==> config.mk <==
export PLATFORM = sky130hd
export DESIGN_NAME = rpr_router
export DESIGN_NICKNAME = d
export VERILOG_FILES = /design/src/hdl/rpr_pkg.sv /design/src/hdl/rpr_router.sv
export SDC_FILE = /design/constraint.sdc
export NUM_CORES = 2
export LEC_CHECK = 0
export BUFFER_PORTS_ARGS = -buffer_cell sky130_fd_sc_hd__buf_2
export CAP_MARGIN = 20
export CORE_MARGIN = 2
export CORE_UTILIZATION = 45
export CTS_CLUSTER_DIAMETER = 60
export DETAILED_ROUTE_END_ITERATION = 6
export GPL_ROUTABILITY_DRIVEN = 1
export SYNTH_ARGS = -nofsm -noshare
export SYNTH_HDL_FRONTEND = slang
export SYNTH_SLANG_ARGS = --single-unit
==> constraint.sdc <==
create_clock -name clk -period 3.5 [get_ports clk]
set_clock_uncertainty 0.15 [all_clocks]
set_input_delay 0.35 -clock clk [delete_from_list [all_inputs] [get_ports clk]]
set_output_delay 0.35 -clock clk [all_outputs]
set_load 0.01 [all_outputs]
==> src/hdl/rpr_pkg.sv <==
// Shared constants, types and register map of the remappable pin router
package rpr_pkg;

	// ----------------------------------------
	// Pin and routing dimensions
	// ----------------------------------------
	localparam int NUM_BIDIR = 32;
	localparam int NUM_INONLY = 14;
	localparam int NUM_PINS = 46;
	localparam int NUM_IN = 36;
	localparam int NUM_IN_REGS = 18;
	localparam int NUM_OUT_REGS = 16;
	localparam int FLD_W = 6;
	localparam int FLD0_LSB = 0;
	localparam int FLD1_LSB = 8;
	localparam logic [5:0] MAX_PIN_SEL = 6'h2D;

	// ----------------------------------------
	// Reset values
	// ----------------------------------------
	localparam logic [5:0] IN_SEL_RST = 6'h3F;
	localparam logic [5:0] OUT_CODE_RST = 6'h00;

	// ----------------------------------------
	// Register byte addresses (haddr[11:0])
	// ----------------------------------------
	localparam logic [11:0] IN_BASE = 12'h000;
	localparam logic [11:0] OUT_BASE = 12'h080;
	localparam logic [11:0] ALT_ADDR = 12'h0C0;
	localparam logic [11:0] OSC_ADDR = 12'h0C4;
	localparam int ALT_SPI_BIT = 0;
	localparam int LOCK_BIT = 6;
	localparam logic [7:0] UNLOCK_KEY1 = 8'h46;
	localparam logic [7:0] UNLOCK_KEY2 = 8'h57;

	// ----------------------------------------
	// Routed peripheral input index bases
	// ----------------------------------------
	// Within a group: ext irq 1..4, capture 1..9, fault a/b,
	// spi 1..3 as clock/data/select, timer 2..5, uart 1..4 as rx/cts.
	localparam int IN_EXT_IRQ = 0;
	localparam int IN_CAPTURE = 4;
	localparam int IN_CMP_FAULT = 13;
	localparam int IN_SPI = 15;
	localparam int IN_TIMER_CLK = 24;
	localparam int IN_UART = 28;

	// ----------------------------------------
	// Output function codes
	// ----------------------------------------
	localparam logic [5:0] CODE_NULL = 6'h00;
	localparam logic [5:0] CODE_CMP1 = 6'h01;
	localparam logic [5:0] CODE_CMP2 = 6'h02;
	localparam logic [5:0] CODE_UART_ONE_TRANSMIT = 6'h03;
	localparam logic [5:0] CODE_UART_ONE_REQUEST_SEND = 6'h04;
	localparam logic [5:0] CODE_UART_TWO_TRANSMIT = 6'h05;
	localparam logic [5:0] CODE_UART_TWO_REQUEST_SEND = 6'h06;
	localparam logic [5:0] CODE_SPI1_DO = 6'h07;
	localparam logic [5:0] CODE_SPI1_CK = 6'h08;
	localparam logic [5:0] CODE_SPI1_SS = 6'h09;
	localparam logic [5:0] CODE_SPI2_DO = 6'h0A;
	localparam logic [5:0] CODE_SPI2_CK = 6'h0B;
	localparam logic [5:0] CODE_SPI2_SS = 6'h0C;
	localparam logic [5:0] CODE_OC1 = 6'h12;

	// Routable peripheral outputs
	typedef struct packed {
		logic comparator_one_out;
		logic comparator_two_out;
		logic uart_one_transmit;
		logic uart_one_request_send;
		logic uart_two_transmit;
		logic uart_two_request_send;
		logic spi1_data_out;
		logic spi1_clock_out;
		logic spi1_select_out;
		logic spi2_data_out;
		logic spi2_clock_out;
		logic spi2_select_out;
		logic compare_output_one;
	} rpr_fout_t;

	typedef enum logic [1:0] {UNL_IDLE, UNL_KEY1, UNL_OPEN} rpr_unlock_t;

endpackage : rpr_pkg

==> src/hdl/rpr_router.sv <==
// Remappable pin router: AHB-Lite register slave and pin routing logic
//
// Our own choices: the address map and the AHB-Lite interface to the registers.

// How it works
// - Bidirectional pins 0 to 31 are routed
// - Pins 32 to 45 feed inputs only
// - Six-bit select picks pin per peripheral input
// - Input route register packs two select fields
// - Output route register packs two pin codes
// - Code zero leaves pin unrouted
// - Codes 1-6 select comparators and uarts
// - Codes 7-12 spi outputs, 18 compare one
// - Thirty-six routable peripheral inputs are provided
// - Routed output beats port latch and parallel port
// - Fixed special outputs beat routed outputs
// - Routed inputs never enable the pin driver
// - Analog mode blocks routed input from pin
// - No routing until fields assign a pin
// - Input and output routing are independent
// - Alternate bit sends spi1 clock to fixed pin
// - Legal selects match implemented pin count
// - Selects above 45 or unimplemented give nothing
// - Reset: selects all ones, codes all zeros
// - Locked route register writes complete but change nothing; alternate bit still writable
// - Lock changes only after 46h, 57h keys
module rpr_router #(
	parameter logic [rpr_pkg::NUM_PINS-1:0] IMPL_MASK = '1
) (
	// Clock and reset
	input wire logic clk,
	input wire logic rst_n,
	// AHB-Lite slave
	input wire logic hsel,
	input wire logic [31:0] haddr,
	input wire logic [1:0] htrans,
	input wire logic hwrite,
	input wire logic [2:0] hsize,
	input wire logic hready,
	input wire logic [31:0] hwdata,
	output logic [31:0] hrdata,
	output logic hreadyout,
	output logic hresp,
	// Peripheral side
	input rpr_pkg::rpr_fout_t fout,
	output logic [rpr_pkg::NUM_IN-1:0] periph_in,
	// Pads
	input wire logic [rpr_pkg::NUM_BIDIR-1:0] bidir_remap_pin_in,
	output logic [rpr_pkg::NUM_BIDIR-1:0] bidir_remap_pin_out,
	output logic [rpr_pkg::NUM_BIDIR-1:0] bidir_remap_pin_oe_n,
	input wire logic [rpr_pkg::NUM_INONLY-1:0] input_only_remap_pin,
	output logic fixed_spi_clock_pin,
	output logic fixed_spi_clock_pin_oe_n,
	// Per-pin control from port logic
	input wire logic [rpr_pkg::NUM_PINS-1:0] analog_en,
	input wire logic [rpr_pkg::NUM_BIDIR-1:0] pin_direction,
	input wire logic [rpr_pkg::NUM_BIDIR-1:0] gp_out,
	input wire logic [rpr_pkg::NUM_BIDIR-1:0] fixed_drive,
	input wire logic [rpr_pkg::NUM_BIDIR-1:0] fixed_out
);
	import rpr_pkg::*;

	// ----------------------------------------
	// Decode helpers
	// ----------------------------------------
	function automatic logic [11:0] reg_addr(input logic [11:0] base, input int idx);
		return base + 12'(idx * 4);
	endfunction : reg_addr

	function automatic logic [31:0] pack2(input logic [5:0] f0, input logic [5:0] f1);
		logic [31:0] w;
		w = 32'h0000_0000;
		w[FLD0_LSB +: FLD_W] = f0;
		w[FLD1_LSB +: FLD_W] = f1;
		return w;
	endfunction : pack2

	// Invalid or analog-gated selects read as low
	function automatic logic route_in(input logic [5:0] sel,
		input logic [NUM_PINS-1:0] pins, input logic [NUM_PINS-1:0] ana);
		logic v;
		v = 1'b0;
		if (sel <= MAX_PIN_SEL) begin
			v = pins[sel] & IMPL_MASK[sel] & ~ana[sel];
		end
		return v;
	endfunction : route_in

	// Returns {routed, level}
	function automatic logic [1:0] route_out(input logic [5:0] code, input rpr_fout_t f);
		logic [1:0] r;
		r = 2'b00;
		case (code)
			CODE_CMP1: r = {1'b1, f.comparator_one_out};
			CODE_CMP2: r = {1'b1, f.comparator_two_out};
			CODE_UART_ONE_TRANSMIT: r = {1'b1, f.uart_one_transmit};
			CODE_UART_ONE_REQUEST_SEND: r = {1'b1, f.uart_one_request_send};
			CODE_UART_TWO_TRANSMIT: r = {1'b1, f.uart_two_transmit};
			CODE_UART_TWO_REQUEST_SEND: r = {1'b1, f.uart_two_request_send};
			CODE_SPI1_DO: r = {1'b1, f.spi1_data_out};
			CODE_SPI1_CK: r = {1'b1, f.spi1_clock_out};
			CODE_SPI1_SS: r = {1'b1, f.spi1_select_out};
			CODE_SPI2_DO: r = {1'b1, f.spi2_data_out};
			CODE_SPI2_CK: r = {1'b1, f.spi2_clock_out};
			CODE_SPI2_SS: r = {1'b1, f.spi2_select_out};
			CODE_OC1: r = {1'b1, f.compare_output_one};
			default: r = 2'b00;
		endcase
		return r;
	endfunction : route_out

	// ----------------------------------------
	// Bus slave
	// ----------------------------------------
	// Always zero wait state; only word transfers are meaningful,
	// hsize is not checked and haddr[31:12] is not decoded.
	logic wr_pend_q;
	logic [11:0] addr_q;
	wire logic take = hsel & htrans[1] & hready;

	always_ff @(posedge clk or negedge rst_n) begin
		if (!rst_n) begin
			wr_pend_q <= 1'b0;
			addr_q <= 12'h000;
		end else begin
			wr_pend_q <= take & hwrite;
			if (take) begin
				addr_q <= haddr[11:0];
			end
		end
	end

	assign hreadyout = 1'b1;
	assign hresp = 1'b0;

	// ----------------------------------------
	// Lock and unlock sequence
	// ----------------------------------------
	logic lock_q;
	logic alt_q;
	rpr_unlock_t unl_q;
	rpr_unlock_t unl_d;
	wire logic osc_wr = wr_pend_q & (addr_q == OSC_ADDR);
	wire logic alt_wr = wr_pend_q & (addr_q == ALT_ADDR);
	wire logic [7:0] key = hwdata[7:0];
	wire logic key1 = key == UNLOCK_KEY1;
	wire logic key2 = key == UNLOCK_KEY2;
	// Route registers take writes only while unlocked
	wire logic wr_ok = wr_pend_q & ~lock_q;

	// Any other value written breaks the sequence; 46h written again after 46h keeps the first key
	always_comb begin
		unl_d = unl_q;
		if (osc_wr) begin
			unique case (unl_q)
				UNL_IDLE: unl_d = key1 ? UNL_KEY1 : UNL_IDLE;
				UNL_KEY1: unl_d = key2 ? UNL_OPEN : (key1 ? UNL_KEY1 : UNL_IDLE);
				UNL_OPEN: unl_d = UNL_IDLE;
			endcase
		end
	end

	always_ff @(posedge clk or negedge rst_n) begin
		if (!rst_n) begin
			unl_q <= UNL_IDLE;
			lock_q <= 1'b0;
			alt_q <= 1'b0;
		end else begin
			unl_q <= unl_d;
			if (osc_wr && unl_q == UNL_OPEN) begin
				lock_q <= hwdata[LOCK_BIT];
			end
			if (alt_wr) begin
				alt_q <= hwdata[ALT_SPI_BIT];
			end
		end
	end

	// ----------------------------------------
	// Route registers
	// ----------------------------------------
	logic [5:0] in_sel_q [NUM_IN];
	logic [5:0] out_code_q [NUM_BIDIR];

	for (genvar r = 0; r < NUM_IN_REGS; r++) begin : g_in_reg
		wire logic hit = wr_ok & (addr_q == reg_addr(IN_BASE, r));
		always_ff @(posedge clk or negedge rst_n) begin
			if (!rst_n) begin
				in_sel_q[2*r] <= IN_SEL_RST;
				in_sel_q[2*r+1] <= IN_SEL_RST;
			end else if (hit) begin
				in_sel_q[2*r] <= hwdata[FLD0_LSB +: FLD_W];
				in_sel_q[2*r+1] <= hwdata[FLD1_LSB +: FLD_W];
			end
		end
	end

	for (genvar r = 0; r < NUM_OUT_REGS; r++) begin : g_out_reg
		wire logic hit = wr_ok & (addr_q == reg_addr(OUT_BASE, r));
		always_ff @(posedge clk or negedge rst_n) begin
			if (!rst_n) begin
				out_code_q[2*r] <= OUT_CODE_RST;
				out_code_q[2*r+1] <= OUT_CODE_RST;
			end else if (hit) begin
				out_code_q[2*r] <= hwdata[FLD0_LSB +: FLD_W];
				out_code_q[2*r+1] <= hwdata[FLD1_LSB +: FLD_W];
			end
		end
	end

	// ----------------------------------------
	// Read mux
	// ----------------------------------------
	// Reads see the address of the current data phase, so a write
	// just before a read of the same word is already visible.
	logic [31:0] rdata;

	always_comb begin
		rdata = 32'h0000_0000;
		for (int r = 0; r < NUM_IN_REGS; r++) begin
			if (addr_q == reg_addr(IN_BASE, r)) begin
				rdata = pack2(in_sel_q[2*r], in_sel_q[2*r+1]);
			end
		end
		for (int r = 0; r < NUM_OUT_REGS; r++) begin
			if (addr_q == reg_addr(OUT_BASE, r)) begin
				rdata = pack2(out_code_q[2*r], out_code_q[2*r+1]);
			end
		end
		if (addr_q == ALT_ADDR) begin
			rdata[ALT_SPI_BIT] = alt_q;
		end
		if (addr_q == OSC_ADDR) begin
			rdata[LOCK_BIT] = lock_q;
		end
	end

	assign hrdata = rdata;

	// ----------------------------------------
	// Pin input synchronisers
	// ----------------------------------------
	wire logic [NUM_PINS-1:0] pin_raw = {input_only_remap_pin, bidir_remap_pin_in};
	logic [NUM_PINS-1:0] pin_s1_q;
	logic [NUM_PINS-1:0] pin_s2_q;
	logic [NUM_PINS-1:0] pin_s3_q;
	logic [NUM_PINS-1:0] pin_q;
	// A level is taken only once stages two and three agree
	wire logic [NUM_PINS-1:0] pin_d = (pin_s2_q & pin_s3_q) | (pin_q & (pin_s2_q ^ pin_s3_q));

	always_ff @(posedge clk or negedge rst_n) begin
		if (!rst_n) begin
			pin_s1_q <= '0;
			pin_s2_q <= '0;
			pin_s3_q <= '0;
			pin_q <= '0;
		end else begin
			pin_s1_q <= pin_raw;
			pin_s2_q <= pin_s1_q;
			pin_s3_q <= pin_s2_q;
			pin_q <= pin_d;
		end
	end

	// ----------------------------------------
	// Input routing
	// ----------------------------------------
	// Input selection never touches the pad drivers.
	logic [NUM_IN-1:0] periph_in_q;

	for (genvar i = 0; i < NUM_IN; i++) begin : g_in_route
		always_ff @(posedge clk or negedge rst_n) begin
			if (!rst_n) begin
				periph_in_q[i] <= 1'b0;
			end else begin
				periph_in_q[i] <= route_in(in_sel_q[i], pin_q, analog_en);
			end
		end
	end

	assign periph_in = periph_in_q;

	// ----------------------------------------
	// Output routing
	// ----------------------------------------
	// Drive enable comes from fixed peripherals, routed outputs or
	// the pin direction; routed inputs play no part in it.
	logic [NUM_BIDIR-1:0] pin_out_q;
	logic [NUM_BIDIR-1:0] pin_oe_n_q;

	for (genvar p = 0; p < NUM_BIDIR; p++) begin : g_out_route
		wire logic [1:0] ro = route_out(out_code_q[p], fout);
		wire logic out_d = fixed_drive[p] ? fixed_out[p] :
			(ro[1] ? ro[0] : gp_out[p]);
		wire logic drive = fixed_drive[p] | ro[1] | ~pin_direction[p];
		always_ff @(posedge clk or negedge rst_n) begin
			if (!rst_n) begin
				pin_out_q[p] <= 1'b0;
				pin_oe_n_q[p] <= 1'b1;
			end else begin
				pin_out_q[p] <= out_d;
				pin_oe_n_q[p] <= ~drive;
			end
		end
	end

	assign bidir_remap_pin_out = pin_out_q;
	assign bidir_remap_pin_oe_n = pin_oe_n_q;

	// ----------------------------------------
	// Alternate fixed spi1 clock pin
	// ----------------------------------------
	// Nothing stops a route code also selecting the spi1 clock while
	// this path is on; software must avoid that.
	logic alt_out_q;
	logic alt_oe_n_q;

	always_ff @(posedge clk or negedge rst_n) begin
		if (!rst_n) begin
			alt_out_q <= 1'b0;
			alt_oe_n_q <= 1'b1;
		end else begin
			alt_out_q <= alt_q & fout.spi1_clock_out;
			alt_oe_n_q <= ~alt_q;
		end
	end

	assign fixed_spi_clock_pin = alt_out_q;
	assign fixed_spi_clock_pin_oe_n = alt_oe_n_q;

endmodule : rpr_router

==> run summary <==
status: finished, violations left
failing checks: design-rule violations, negative setup slack
ys async rst share: 1.000
number of remaining DRC errors: 3
nets: 5,821
Fmax achieved: 243.4 MHz
Final ANT Viol Nets: 0
fin crit share: 1.174
post-layout instance area: 0.06267 mm2
highest ir drop seen on vdd: 0.3993 mV
DR vias/cell: 6.937
final wirelength: 231,200 um
library cells used by synthesis: 100
worst-path fanout max: 8
CTS tree: done
CP required: 3.00 ns
setup TNS: -5.149 ns
grt total ovfl: 0
most frequent cells in the layout: dfrtp_1 (456), mux2_2 (451), buf_2 (374), buf_4 (374), mux4_2 (337)
Power Density: 415.8 mW/mm2
register area share after synthesis: 0.3527
global-route wire length before repair: 328,700 um
max-slew violation count: 0
Hold Vio Cnt, Final: 0
Place WS: -0.4840 ns
Worst Hold Class: primary input to flip-flop
clock tree sinks: 711
flops & latches, synth: 711
gate count of the mapped netlist: 4,988
Rel. slew slack: 0.2476
syn_area_per_cell: 10.29 um2
Setup-failing EPs final: 12
Root Driver: clkbuf_16
Rows: 123
Final Wtd Congestion: 1.024
number of H-tree levels: 3
post-DP HPWL: 154,700 um
most common cell after layout, fill and taps aside: dfrtp_1
Setup WS post-layout: -0.6077 ns
GRT Overall Usage: 0.3868
Die Area: 0.1168 mm2
first-pass detailed-route iteration total: 7
vias in the first global route: 46,643
I/O Pins: 443
Crit Path Class: flip-flop to output pin
Least-Margin Pin Slew: 1.129 ns
core area: 0.1128 mm2
RSZ-0062 raised after global routing: true
dpl cells: 6,626
pin count of the biggest net entering global routing: 94
WP data arrival: 3.61 ns
detailed-route via count: 48,989
min Tclk post-route: 4.108 ns
maxcap violations: 0
clock latency on the worst-skew pair: 0.71 ns
final non-filler cell total: 7,062
DR iter-0 viols: 6,620
synthesized area: 0.05133 mm2
Post-DP Area: 0.05596 mm2
TritonCTS Buffers: 97
mean routed wirelength per cell: 32.74 um
clock slew seen by the registers of the worst setup and hold paths: 0.05 ns
Lkg Pwr: 25.26 nW
main flop type after synthesis: dfrtp_1
chip height: 341.7 um
final hold slack: 0.01325 ns
Port-buffer cells: 379
share of cells above drive strength 1: 0.4040
Worst setup SP type: flip-flop
Die Width: 341.7 um
Post-synth EDFFs: 0
warnings from Yosys: 0
Initial Util: 0.4551
area grow syn2layout: 22.08%
antenna violations before repair: 14
endpoint class of the critical path: output pin
clk buf depth: 3
sequential cells by signal (all words and copies together), names as in the netlist, 2 cells and up:
signal                count
bidir_remap_pin_out      32
pin_s2_q                 46
bidir_remap_pin_oe_n     32
in_sel_q                216
pin_q                    46
pin_s1_q                 46
pin_s3_q                 46
periph_in                36
addr_q                   12
out_code_q              192
unl_q                     2
kinds of logic after synthesis:
logic type,after synthesis,synth area share
fa+ha+maj,48,0.01170
flops,711,0.3527
simple gates,1286,0.1321
other cells,2,0.0001463
mux,970,0.2828
compound gates,1262,0.1645
buf+inv,709,0.05604
worst max-delay path, stage by stage (launching register included):
cell,delay (ns)
dfrtp_4,0.53
buf_16,0.17
buf_12,0.12
mux4_2,0.64
a21oi_2,0.16
o21ai_1,0.09
a222oi_1,0.61
o21a_1,0.31
o21ai_2,0.11
buf_2,0.16
metal layers:
layer,GRT usage,vias up,part of all wire
met2,0.5821,3921,0.43
met3,0.1329,1192,0.13
met4,0.2694,12,0.087
met1,0.4643,23981,0.35
li1,-,19883,-
met5,0.01348,-,0.0012
cells in the mapped netlist (all sizes together), types with 12 or more instances:
cell,instances,area [um2]
clkbuf,498,1872
a32oi,12,105.1
and3,24,150.1
nor2b,102,638.1
nand3,82,415.4
nand3b,43,322.8
o22ai,106,663.1
nor4b,13,147.6
o32ai,13,113.9
a31oi,36,225.2
a2bb2oi,17,148.9
nor4bb,14,140.1
mux4,337,7590
o21bai,15,112.6
a2111oi,26,235.2
buf,147,764.5
a21oi,247,1236
o21a,12,90.09
dfstp,249,6543
nor3,111,743.2
a22oi,44,330.3
o21ai,287,1440
mux2i,161,1612
o311ai,21,183.9
nand2,343,1290
o2111ai,13,113.9
a21o,59,442.9
nor2,307,1169
o31ai,28,210.2
mux2,472,5315
o221ai,30,262.8
nor3b,54,405.4
o211ai,71,533.0
a221o,27,270.3
a221oi,41,365.3
nor4,26,168.9
nand2b,89,556.8
ha,48,600.6
a211oi,53,402.9
dfrtp,462,11560
inv,61,229.0
power breakdown:
part           internal (W)  switching, W
Sequential          0.00884      0.000922
Clock               0.00573       0.00422
Combinational       0.00277       0.00357
Total                0.0173       0.00871
per-stage QoR:
step	util	total power [W]
6_report	0.5555	0.02606
5_1_grt	0.5553	0.02678
4_1_cts	0.5481	0.02569
3_5_place_dp	0.4960	0.01537
3_3_place_gp	0.4960	0.01530
2_1_floorplan	-	0.01272
path summary, 6_finish.rpt:
check	slack (ns)	start	cells past startpoint	to
worst max-delay path	-0.61	addr_q[2]$_DFFE_PN0P_	9	hrdata[9]
worst min-delay path	0.01	hwdata[7]	5	unl_q[0]$_DFFE_PN0P_
worst max register to register	0.34	addr_q[1]$_DFFE_PN0P_	8	in_sel_q[124]$_DFFE_PN1P_
worst min register to register	0.19	pin_s1_q[43]$_DFF_PN0_	0	pin_s2_q[43]$_DFF_PN0_
max in group asynchronous	2.05	rst_n	3	in_sel_q[16]$_DFFE_PN1P_
min in group asynchronous	0.11	rst_n	2	bidir_remap_pin_out[9]$_DFF_PN0_
cell type report:
type | instances | area (um2)
antenna | 12 | 30.03
clock buffer | 117 | 2582
clock inverter | 66 | 626.9
fill | 9789 | 50140
inverter | 64 | 247.7
multi-input combinational | 3587 | 31400
sequential | 711 | 18120
tap | 1500 | 1877
timing repair buffer | 1005 | 7789
what timing repair did:
item                                    CTS  global route
gates cloned                              3             2
setup buffers                            28            36
hold buffers                            183             0
pin swaps                                58            55
hold endpoints to repair                197             0
endpoints found under the setup margin   13            12
resized for setup                       125           105
Note: power is estimated with default switching activity, not from simulation.
